$ cat src/core/bst_pkg.sv
// Constants, opcodes and controller state codes for the boundary scan block.
// Assumes a single reference clock that oversamples the scan port pins.
package bst_pkg;

   // ----------------------------------------------------------------
   // Instruction register
   // ----------------------------------------------------------------
   localparam int         IR_W       = 4;
   localparam logic [3:0] OP_EXTEST  = 4'h0;
   localparam logic [3:0] OP_SAMPLE  = 4'h1;
   localparam logic [3:0] OP_IDCODE  = 4'h2;
   localparam logic [3:0] OP_BYPASS  = 4'hf;
   localparam logic [3:0] IR_CAPTURE = 4'h1;

   // ----------------------------------------------------------------
   // Identification word layout
   // ----------------------------------------------------------------
   localparam int ID_W        = 32;
   localparam int ID_MFR_LSB  = 1;
   localparam int ID_PART_LSB = 12;
   localparam int ID_VER_LSB  = 28;

   // ----------------------------------------------------------------
   // Pin sampling and chain geometry
   // ----------------------------------------------------------------
   localparam int         PIN_W         = 4;
   localparam int         PIN_TCK       = 0;
   localparam int         PIN_TMS       = 1;
   localparam int         PIN_TDI       = 2;
   localparam int         PIN_TRST      = 3;
   localparam logic [3:0] PIN_RST_VAL   = 4'h8;
   localparam logic [2:0] TLR_TMS_EDGES = 3'h5;
   localparam int         CELLS_PER_IO  = 3;

   // ----------------------------------------------------------------
   // Controller states
   // ----------------------------------------------------------------
   typedef enum logic [3:0] {
      ST_EX2_DR = 4'h0, ST_EX1_DR = 4'h1, ST_SH_DR  = 4'h2, ST_PA_DR  = 4'h3,
      ST_SEL_IR = 4'h4, ST_UP_DR  = 4'h5, ST_CAP_DR = 4'h6, ST_SEL_DR = 4'h7,
      ST_EX2_IR = 4'h8, ST_EX1_IR = 4'h9, ST_SH_IR  = 4'ha, ST_PA_IR  = 4'hb,
      ST_RTI    = 4'hc, ST_UP_IR  = 4'hd, ST_CAP_IR = 4'he, ST_TLR    = 4'hf
   } bst_state_e;

endpackage

$ cat src/core/bst_chain_if.sv
// Control and serial path between the port controller and the boundary chain.
// Assumes both ends run on the reference clock; strobes are one cycle wide.
`timescale 1ns/1ns
interface bst_chain_if;
   logic capture;
   logic shift;
   logic update;
   logic extest;
   logic tdi;
   logic sdo;

   modport ctrl  (output capture, output shift, output update, output extest,
                  output tdi, input sdo);
   modport chain (input capture, input shift, input update, input extest,
                  input tdi, output sdo);
endinterface

$ cat src/core/bst_bsr.sv
// Boundary scan register: three cells per I/O (input, output data, enable).
// Assumes strobes from the port controller, each one reference cycle wide.
`timescale 1ns/1ns
module bst_bsr #(
   parameter int NUM_IO = 8
) (
   input  wire logic              ref_clk_i,
   input  wire logic              rst_b_i,
   bst_chain_if.chain             chain,
   input  wire logic [NUM_IO-1:0] pin_in_i,
   input  wire logic [NUM_IO-1:0] core_out_i,
   input  wire logic [NUM_IO-1:0] core_oe_i,
   output logic      [NUM_IO-1:0] pin_out_o,
   output logic      [NUM_IO-1:0] pin_oe_o,
   output logic      [NUM_IO-1:0] core_in_o
);
   localparam int N = bst_pkg::CELLS_PER_IO * NUM_IO;

   typedef struct packed {
      logic [N-1:0] sh;
      logic [N-1:0] upd;
   } bst_bsr_s;

   bst_bsr_s     st_reg;
   bst_bsr_s     st_next;
   logic [N-1:0] cap_vec;

   if (NUM_IO < 1) begin : g_chk
      $error("bst_bsr: NUM_IO must be at least 1");
   end

   // ----------------------------------------------------------------
   // Per I/O parallel paths
   // ----------------------------------------------------------------
   for (genvar k = 0; k < NUM_IO; k++) begin : g_io
      assign cap_vec[3*k]   = pin_in_i[k];
      assign cap_vec[3*k+1] = core_out_i[k];
      assign cap_vec[3*k+2] = core_oe_i[k];
      assign pin_out_o[k]   = chain.extest ? st_reg.upd[3*k+1] : core_out_i[k];
      assign pin_oe_o[k]    = chain.extest ? st_reg.upd[3*k+2] : core_oe_i[k];
      assign core_in_o[k]   = pin_in_i[k];
   end

   // ----------------------------------------------------------------
   // Cell state
   // ----------------------------------------------------------------
   always_comb begin
      st_next = st_reg;
      if (chain.capture) begin
         st_next.sh = cap_vec;
      end else if (chain.shift) begin
         st_next.sh = {chain.tdi, st_reg.sh[N-1:1]};
      end
      if (chain.update) begin
         st_next.upd = st_reg.sh;
      end
   end

   always_ff @(posedge ref_clk_i) begin
      if (!rst_b_i) begin
         st_reg <= '0;
      end else begin
         st_reg <= st_next;
      end
   end

   assign chain.sdo = st_reg.sh[0];
endmodule

$ cat src/core/bst_tap.sv
// Boundary scan port controller with instruction, bypass and id registers.
// Assumes scan pins are asynchronous and much slower than ref_clk_i.
//
// Summary of operation
// - Standard test logic: port controller, instruction register, selectable data registers.
// - Data registers are bypass, identification and boundary scan only.
// - Bypass is selected whenever no other data register is addressed.
// - Identification register is a 32-bit shift register with four fields.
// - Boundary register observes and controls every I/O, three cells each.
// - Each cell has serial in/out and parallel in; only output data and enable cells have parallel out.
// - Controller is sixteen states in four bits, standard transition graph.
// - Apart from TRST, state moves only on rising TCK, following TMS sampled there.
// - IR states operate instruction register; DR states the selected register.
// - Only TMS, TCK and TRST steer; controller derives capture, shift, update strobes.
// - After power-up the controller sits in Test-Logic-Reset.
// - Five rising TCK edges with TMS high reach Test-Logic-Reset.
// - TRST low forces Test-Logic-Reset without waiting for TCK.
`timescale 1ns/1ns
module bst_tap #(
   parameter int          NUM_IO   = 8,
   parameter logic [10:0] MFR_ID   = 11'h0aa,    // Arbitrary value
   parameter logic [15:0] PART_NUM = 16'h1234,   // Arbitrary value
   parameter logic [3:0]  VERSION  = 4'h1        // Arbitrary value
) (
   input  wire logic              ref_clk_i,
   input  wire logic              rst_b_i,
   input  wire logic              tck_i,
   input  wire logic              tms_i,
   input  wire logic              tdi_i,
   input  wire logic              trst_b_i,
   output logic                   tdo_o,
   output logic                   tdo_oe_o,
   input  wire logic [NUM_IO-1:0] pin_in_i,
   input  wire logic [NUM_IO-1:0] core_out_i,
   input  wire logic [NUM_IO-1:0] core_oe_i,
   output logic      [NUM_IO-1:0] pin_out_o,
   output logic      [NUM_IO-1:0] pin_oe_o,
   output logic      [NUM_IO-1:0] core_in_o
);
   localparam logic [bst_pkg::ID_W-1:0] IDCODE_VAL = {VERSION, PART_NUM, MFR_ID, 1'b1};

   typedef struct packed {
      logic [bst_pkg::PIN_W-1:0] s1;
      logic [bst_pkg::PIN_W-1:0] s2;
      logic [bst_pkg::PIN_W-1:0] s3;
      logic [bst_pkg::PIN_W-1:0] flt;
      bst_pkg::bst_state_e       state;
      logic [bst_pkg::IR_W-1:0]  ir_sh;
      logic [bst_pkg::IR_W-1:0]  ir;
      logic                      byp;
      logic [bst_pkg::ID_W-1:0]  id_sh;
      logic                      tdo;
      logic                      tdo_oe;
   } bst_tap_s;

   bst_tap_s    st_reg;
   bst_tap_s    st_next;
   logic        tck_rise;
   logic        tck_fall;
   logic        trst_act;
   logic        tms;
   logic        sel_bsr;
   logic        sel_id;
   logic        dr_sdo;
   bst_chain_if chain_if ();

   // ----------------------------------------------------------------
   // Edge and level detection on the scan pins
   // ----------------------------------------------------------------
   assign tck_rise = (st_reg.s2[bst_pkg::PIN_TCK] == st_reg.s3[bst_pkg::PIN_TCK])
                   && st_reg.s3[bst_pkg::PIN_TCK] && !st_reg.flt[bst_pkg::PIN_TCK];
   assign tck_fall = (st_reg.s2[bst_pkg::PIN_TCK] == st_reg.s3[bst_pkg::PIN_TCK])
                   && !st_reg.s3[bst_pkg::PIN_TCK] && st_reg.flt[bst_pkg::PIN_TCK];
   assign trst_act = !st_reg.flt[bst_pkg::PIN_TRST];
   assign tms      = st_reg.flt[bst_pkg::PIN_TMS];

   // ----------------------------------------------------------------
   // Data register selection
   // ----------------------------------------------------------------
   assign sel_bsr = (st_reg.ir == bst_pkg::OP_EXTEST) || (st_reg.ir == bst_pkg::OP_SAMPLE);
   assign sel_id  = (st_reg.ir == bst_pkg::OP_IDCODE);
   assign dr_sdo  = sel_bsr ? chain_if.sdo : (sel_id ? st_reg.id_sh[0] : st_reg.byp);

   assign chain_if.capture = tck_rise && !trst_act && sel_bsr && st_reg.state == bst_pkg::ST_CAP_DR;
   assign chain_if.shift   = tck_rise && !trst_act && sel_bsr && st_reg.state == bst_pkg::ST_SH_DR;
   assign chain_if.update  = tck_rise && !trst_act && sel_bsr && st_reg.state == bst_pkg::ST_UP_DR;
   assign chain_if.extest  = st_reg.ir == bst_pkg::OP_EXTEST;
   assign chain_if.tdi     = st_reg.flt[bst_pkg::PIN_TDI];

   // ----------------------------------------------------------------
   // Next state
   // ----------------------------------------------------------------
   always_comb begin
      st_next    = st_reg;
      st_next.s1 = {trst_b_i, tdi_i, tms_i, tck_i};
      st_next.s2 = st_reg.s1;
      st_next.s3 = st_reg.s2;
      for (int b = 0; b < bst_pkg::PIN_W; b++) begin
         if (st_reg.s2[b] == st_reg.s3[b]) begin
            st_next.flt[b] = st_reg.s3[b];
         end
      end
      if (trst_act) begin
         st_next.state = bst_pkg::ST_TLR;
      end else if (tck_rise) begin
         case (st_reg.state)
            bst_pkg::ST_TLR:    st_next.state = tms ? bst_pkg::ST_TLR    : bst_pkg::ST_RTI;
            bst_pkg::ST_RTI:    st_next.state = tms ? bst_pkg::ST_SEL_DR : bst_pkg::ST_RTI;
            bst_pkg::ST_SEL_DR: st_next.state = tms ? bst_pkg::ST_SEL_IR : bst_pkg::ST_CAP_DR;
            bst_pkg::ST_CAP_DR: st_next.state = tms ? bst_pkg::ST_EX1_DR : bst_pkg::ST_SH_DR;
            bst_pkg::ST_SH_DR:  st_next.state = tms ? bst_pkg::ST_EX1_DR : bst_pkg::ST_SH_DR;
            bst_pkg::ST_EX1_DR: st_next.state = tms ? bst_pkg::ST_UP_DR  : bst_pkg::ST_PA_DR;
            bst_pkg::ST_PA_DR:  st_next.state = tms ? bst_pkg::ST_EX2_DR : bst_pkg::ST_PA_DR;
            bst_pkg::ST_EX2_DR: st_next.state = tms ? bst_pkg::ST_UP_DR  : bst_pkg::ST_SH_DR;
            bst_pkg::ST_UP_DR:  st_next.state = tms ? bst_pkg::ST_SEL_DR : bst_pkg::ST_RTI;
            bst_pkg::ST_SEL_IR: st_next.state = tms ? bst_pkg::ST_TLR    : bst_pkg::ST_CAP_IR;
            bst_pkg::ST_CAP_IR: st_next.state = tms ? bst_pkg::ST_EX1_IR : bst_pkg::ST_SH_IR;
            bst_pkg::ST_SH_IR:  st_next.state = tms ? bst_pkg::ST_EX1_IR : bst_pkg::ST_SH_IR;
            bst_pkg::ST_EX1_IR: st_next.state = tms ? bst_pkg::ST_UP_IR  : bst_pkg::ST_PA_IR;
            bst_pkg::ST_PA_IR:  st_next.state = tms ? bst_pkg::ST_EX2_IR : bst_pkg::ST_PA_IR;
            bst_pkg::ST_EX2_IR: st_next.state = tms ? bst_pkg::ST_UP_IR  : bst_pkg::ST_SH_IR;
            bst_pkg::ST_UP_IR:  st_next.state = tms ? bst_pkg::ST_SEL_DR : bst_pkg::ST_RTI;
            default:            st_next.state = bst_pkg::ST_TLR;
         endcase
         case (st_reg.state)
            bst_pkg::ST_CAP_IR: st_next.ir_sh = bst_pkg::IR_CAPTURE;
            bst_pkg::ST_SH_IR:  st_next.ir_sh = {chain_if.tdi, st_reg.ir_sh[bst_pkg::IR_W-1:1]};
            bst_pkg::ST_UP_IR:  st_next.ir    = st_reg.ir_sh;
            bst_pkg::ST_CAP_DR: begin
               st_next.byp   = 1'b0;
               st_next.id_sh = IDCODE_VAL;
            end
            bst_pkg::ST_SH_DR: begin
               st_next.byp = chain_if.tdi;
               if (sel_id) begin
                  st_next.id_sh = {chain_if.tdi, st_reg.id_sh[bst_pkg::ID_W-1:1]};
               end
            end
            default: begin
            end
         endcase
      end
      if (st_reg.state == bst_pkg::ST_TLR) begin
         st_next.ir = bst_pkg::OP_IDCODE;
      end
      if (tck_fall) begin
         st_next.tdo    = (st_reg.state == bst_pkg::ST_SH_IR) ? st_reg.ir_sh[0] : dr_sdo;
         st_next.tdo_oe = (st_reg.state == bst_pkg::ST_SH_IR)
                        || (st_reg.state == bst_pkg::ST_SH_DR);
      end
      if (trst_act) begin
         st_next.tdo_oe = 1'b0;
      end
   end

   always_ff @(posedge ref_clk_i) begin
      if (!rst_b_i) begin
         st_reg        <= '0;
         st_reg.s1     <= bst_pkg::PIN_RST_VAL;
         st_reg.s2     <= bst_pkg::PIN_RST_VAL;
         st_reg.s3     <= bst_pkg::PIN_RST_VAL;
         st_reg.flt    <= bst_pkg::PIN_RST_VAL;
         st_reg.state  <= bst_pkg::ST_TLR;
         st_reg.ir     <= bst_pkg::OP_IDCODE;
         st_reg.id_sh  <= IDCODE_VAL;
      end else begin
         st_reg <= st_next;
      end
   end

   assign tdo_o    = st_reg.tdo;
   assign tdo_oe_o = st_reg.tdo_oe;

   // ----------------------------------------------------------------
   // Boundary chain
   // ----------------------------------------------------------------
   bst_bsr #(.NUM_IO(NUM_IO)) u_bsr (
      .ref_clk_i  (ref_clk_i),
      .rst_b_i    (rst_b_i),
      .chain      (chain_if.chain),
      .pin_in_i   (pin_in_i),
      .core_out_i (core_out_i),
      .core_oe_i  (core_oe_i),
      .pin_out_o  (pin_out_o),
      .pin_oe_o   (pin_oe_o),
      .core_in_o  (core_in_o)
   );

   // ----------------------------------------------------------------
   // Checks
   // ----------------------------------------------------------------
   logic [2:0] tms_hi_cnt;
   always_ff @(posedge ref_clk_i) begin
      if (!rst_b_i) begin
         tms_hi_cnt <= 3'h0;
      end else if (tck_rise) begin
         tms_hi_cnt <= !tms ? 3'h0 : (tms_hi_cnt == bst_pkg::TLR_TMS_EDGES ?
                       bst_pkg::TLR_TMS_EDGES : tms_hi_cnt + 3'h1);
      end
   end
endmodule

$ cat config.mk
export PLATFORM = sky130hd
export DESIGN_NAME = bst_tap
export DESIGN_NICKNAME = d
export VERILOG_FILES = /design/src/core/bst_pkg.sv /design/src/core/bst_chain_if.sv /design/src/core/bst_bsr.sv /design/src/core/bst_tap.sv
export SDC_FILE = /design/constraint.sdc
export NUM_CORES = 1
export LEC_CHECK = 0
export BUFFER_PORTS_ARGS = -buffer_cell sky130_fd_sc_hd__buf_2
export CORE_MARGIN = 8
export CORE_UTILIZATION = 30
export CTS_CLUSTER_DIAMETER = 50
export DETAILED_ROUTE_END_ITERATION = 16
export GPL_TIMING_DRIVEN = 0
export PLACE_DENSITY_LB_ADDON = 0.1
export SKIP_LAST_GASP = 1
export SYNTH_ARGS = -nofsm -noshare
export SYNTH_HDL_FRONTEND = slang
export SYNTH_SLANG_ARGS = --single-unit
$ cat constraint.sdc
create_clock -name ref_clk_i -period 3.7 [get_ports ref_clk_i]
set_input_delay 0.37 -clock ref_clk_i [delete_from_list [all_inputs] [get_ports ref_clk_i]]
set_output_delay 0.37 -clock ref_clk_i [all_outputs]
set_load 0.02 [all_outputs]
### Word level (Yosys, flattened, before mapping)

Index checks and enable logic that the tools add are counted.

| cells by class | value |
|---|---|
| equality and inequality tests | 22 |
| reductions and logical operators | 27 |
| bitwise operators | 1 |
| mux-type cells | 37 |

Operators by type and width:

| cell | count |
|---|---|
| 33-bit case mux with 2 select lines | 1 |
| 24-bit 2-to-1 mux | 2 |
| 4-bit case mux with 12 select lines | 1 |
| 4-bit equality test (second input constant) | 8 |
| 32-bit 2-to-1 mux | 1 |
| 1-bit 2-to-1 mux | 20 |
| 4-bit by 3-bit equality test with 1-bit output (second input constant) | 4 |
| 4-bit by 2-bit equality test with 1-bit output (second input constant) | 3 |
| 2-bit 2-to-1 mux | 6 |
| 3-bit 2-to-1 mux | 4 |
| 1-bit logical AND | 9 |
| 3-bit AND reduction | 3 |
| 4-bit by 1-bit equality test with 1-bit output (second input constant) | 2 |
| 4-bit zero test | 2 |
| 4-bit case mux with 2 select lines | 1 |
| 2-bit nonzero test | 3 |
| 2-bit OR reduction | 3 |
| 1-bit equality test | 4 |
| 4-bit 2-to-1 mux | 1 |
| 4-bit AND reduction | 1 |
| 3-bit OR reduction | 1 |
| 1-bit zero test | 2 |
| 1-bit logical OR | 2 |
| 2-bit != test (second input constant) | 1 |
| other kinds (2) | 2 |

| storage, ports and cells | value |
|---|---|
| logic and storage cells | 103 |
| bits in registers | 111 |

### Longest topological paths before layout

| logic depth | value |
|---|---|
| depth after elaboration | 8 |
| mapped depth | 7 |
| mapped depth without buffers | 6 |

### Modules after synthesis

Synthesis repeated with hierarchy kept, for this count alone.

| unflattened totals | value |
|---|---|
| cell total of the unflattened synthesis | 476 |
| area total of the unflattened synthesis | 4,705.8 µm² |

By module, submodules not included:

| module | instances | area each (µm²) | cells an instance |
|---|---|---|---|
| bst_tap | 1 | 2,557.5 | 292 |
| bst_bsr | 1 | 2,148.3 | 184 |

### Least setup slack after synthesis

OpenSTA, ideal clock, no wires.

| path | value |
|---|---|
| path type | register -> output |
| from | register st_reg[35] (netlist name) |
| to | output port pin_oe_o[0] |
| buffers on the path | 1 |
| data arrival time | 1,599 ps |
| slack | 1,731 ps |
| data required time | 3,330 ps |
| cell stages (with the launch flop) | 4 |
| cell sequence | dfxtp_1 > nor4_2 > buf_2 > mux2_2 |

| on the way | value |
|---|---|
| cells in the longest elaborated chain, start to end | 2 |

RTL lines:

| item | line | source |
|---|---|---|
| start, declared | bst_tap.sv:56 | `bst_tap_s st_reg;` |
| start signal, assigned | bst_tap.sv:167 | `st_reg <= st_next;` |
| 4-bit zero test | bst_tap.sv:87 | `assign chain_if.extest = st_reg.ir == bst_pkg::OP_EXTEST;` |
| 1-bit 2-to-1 mux | bst_bsr.sv:40 | `assign pin_oe_o[k] = chain.extest ? st_reg.upd[3*k+2] : core_oe_i[k];` |
| end, declared | bst_tap.sv:37 | `output logic [NUM_IO-1:0] pin_oe_o,` |

No other way between the ends.

### Worst setup path after layout

| path | value |
|---|---|
| from | register st_reg[35] (netlist name) |
| to | output port pin_out_o[1] |

| on the way | value |
|---|---|
| cells in the longest elaborated chain, start to end | 2 |

RTL lines:

| item | line | source |
|---|---|---|
| 4-bit zero test | bst_tap.sv:87 |  |
| 1-bit 2-to-1 mux | bst_bsr.sv:39 | `assign pin_out_o[k] = chain.extest ? st_reg.upd[3*k+1] : core_out_i[k];` |
| end, declared | bst_tap.sv:36 | `output logic [NUM_IO-1:0] pin_out_o,` |

No other way between the ends.

==> results.sh <==
export IMPL_crit_type="reg -> out"
export IMPL_grt_pass1_vias=3718
export IMPL_hold_viol=0
export IMPL_cts_tree="built"
export IMPL_arrival_ns=2.70
export IMPL_gr_total_overflow=0
export IMPL_synth_edf_count=0
export IMPL_post_cts_buffers=0
export IMPL_yosysMostFrequentCell="dfxtp_1"
export IMPL_syn_area_sq_um=4470
export IMPL_rows=44
export IMPL_skew_ns=0.0106
export IMPL_crit_fanout=10
export IMPL_critical_path_startpoint_type="register"
export IMPL_synth_fp_nets=521
export IMPL_slew_headroom_pct=18.1
export IMPL_rsz0062_at_grt="false"
export IMPL_dieWidth_microns=138
export IMPL_multiInputGateArea_sq_um=2060
export IMPL_drt_iter0_drc=199
export IMPL_n_fill_cell=1542
export IMPL_dp_hpwl_mm=8.47
export IMPL_ys_top_cells_by_area="dfxtp_1, mux2_2, nand3_1"
export IMPL_ys_warn_count=0
export IMPL_grt_pass1_wl_mm=20.0
export IMPL_synth_seq_cells=103
export IMPL_critPathRequiredTime_ns=3.33
export IMPL_critPathBufInv=2
export IMPL_yosysTopAreaCell="dfxtp_1"
export IMPL_diodes=0
export IMPL_antenna_left=0
export IMPL_port_buffers=54
export IMPL_cp_slowest_cell="nor4_2"
export IMPL_nets=586
export IMPL_cpLargestDelayFamily="simple AND/OR/NAND/NOR gates"
export IMPL_critPathCaptureType="output pin"
export IMPL_dieArea_sq_um=19100
export IMPL_setup_viol_count_final=0
export IMPL_gp_congestion=0.746
export IMPL_synth_flop_cell="dfxtp_1"
export IMPL_slowest_delay_ns=1.05
export IMPL_finalSetupTns_ns=0
export IMPL_cpMostUsedCell="buf_2"
export IMPL_via_per_inst=4.99
export IMPL_synth_commonest_cells="dfxtp_1, nand3_1, o21ai_0"
export IMPL_synth_top_cell_area_share_pct=46.1
export IMPL_fin_cells=743
export IMPL_cts_resized=0
export IMPL_design_core_area_sq_um=14500
export IMPL_path_clk_slew_ns=0.07
export IMPL_finalMaxSlewViolations=0
export IMPL_syn_inst=489
export IMPL_pin_count=56
export IMPL_cts_made_buffers=9
export IMPL_clock_fmax_mhz=326
export IMPL_p_per_area_nw_per_um2=418
export IMPL_avgSynthCellArea_sq_um=9.14
export IMPL_start_util_pct=30.8
export IMPL_num_vias=3710
export IMPL_wl_mm=12.3
export IMPL_areaGrowthSynthToFinish_pct=17.6
export IMPL_postLayoutCoreUtil_pct=36.2
export IMPL_leakage_nw=2.18
export IMPL_die_height_microns=138
export IMPL_htree_levels=3
export IMPL_antenna_found_initial=0
export IMPL_clkLatencyLatePin_ns=0.35
export IMPL_grt_util_all_layers_pct=12.9
export IMPL_vdd_ir_drop_max_v=0.000193
export IMPL_drive_gt1_share_pct=24.7
export IMPL_synthArstFlopShare_pct=0
export IMPL_wl_per_cell_microns=16.5
export IMPL_status="complete, no violations"
export IMPL_drv_cap=0
export IMPL_grt_max_degree=17
export IMPL_cts_sinks=103
export IMPL_seq_area_frac_synth_pct=46.1
export IMPL_clockBufferDepth=2
export IMPL_yosys_cell_types_count=45
export IMPL_drc=0
export IMPL_period_minus_slack_ns=3.07
export IMPL_register_area_sq_um=2060
export IMPL_path_cells="nor4_2 -> buf_2 -> mux2_2 -> buf_2"
export IMPL_largest_register_ffs=52
export IMPL_worst_hold_path_type="in -> reg"
export IMPL_hold_buffers=0
export IMPL_dp_cells=727
export IMPL_period_share_pct=82.9
export IMPL_clock_root_buffer="clkbuf_16"
export IMPL_worst_pin_slew_ns=1.22
export IMPL_drt_pass1_iter_count=4
[worst reg2reg max path, delay by kind of cell, from the launching register on]
family	cells	cell delay, ns
simple gates	3	1.57
buf+inv	2	0.55
flops	1	0.30
compound gates	1	0.05
[worst paths after layout]
path / start / endpoint / slack [ns] / cells past startpoint
max reg2reg: st_reg[45] / st_reg[8] / 1.11 / 6
max: st_reg[35] / pin_out_o[1] / 0.63 / 4
min reg2reg: st_next[58] / st_next[54] / 0.43 / 1
min: tdi_i / st_next[57] / 0.22 / 2
[where the power goes]
group	switching (mW)	leakage, nW	total, mW	internal [mW]
Clock	0.439	0.146	0.963	0.523
Combinational	0.0721	1.20	0.122	0.0500
Sequential	0.00255	0.832	1.12	1.11
Total	0.514	2.18	2.20	1.69
[per-layer routing]
metal  global-route usage [%]  up-vias  wire [microns]
met2                     20.4       85            5480
li1                         -     1859               -
met4                     5.49        0             211
met1                     16.7     1753            6190
met3                     2.47       13             410
met5                        0        -               0
[cells by family (layout without fill, tap and decap cells)]
| group | count (synthesis) | count (layout) | synth area share, % |
|---|---|---|---|
| DFF | 103 | 103 | 46.1 |
| muxes | 45 | 45 | 11.0 |
| and+or+nand+nor | 162 | 162 | 18.8 |
| buffers and inverters | 69 | 139 | 7.75 |
| AOI/OAI and AO/OA | 108 | 108 | 15.8 |
| adders and majority gates | 2 | 2 | 0.560 |
[cell type report]
class | count | area share, %
Inverter | 18 | 1.28
Sequential cell | 103 | 39.2
Buffer | 51 | 5.30
Tap cell | 184 | 4.38
Timing Repair Buffer | 54 | 5.14
Clock buffer | 10 | 4.35
Clock inverter | 6 | 1.12
Multi-Input combinational cell | 317 | 39.2
[through the flow]
| stage | setup WS (ns) | total power [mW] | hold WS (ns) | instance area (sq um) |
|---|---|---|---|---|
| after floorplan | 1.73 | 1.22 | 0.386 | 4470 |
| after global placement | 0.852 | 1.27 | 0.404 | 4970 |
| after detailed placement | 0.844 | 1.27 | 0.413 | 4970 |
| after CTS | 0.440 | 2.23 | 0.209 | 5260 |
| after global routing | 0.427 | 2.28 | 0.219 | 5260 |
| final | 0.632 | 2.20 | 0.218 | 5260 |
[cells in the final DEF (no fill, tap or decap), types with 13 or more instances in the layout]
cell type / n
mux2_2: 32
nor3_1: 14
mux2i_1: 13
clkbuf_1: 25
dfxtp_1: 103
inv_1: 18
o21ai_0: 54
buf_2: 63
nand2_1: 35
nand3_1: 65
(Power assumes the default switching activity.)
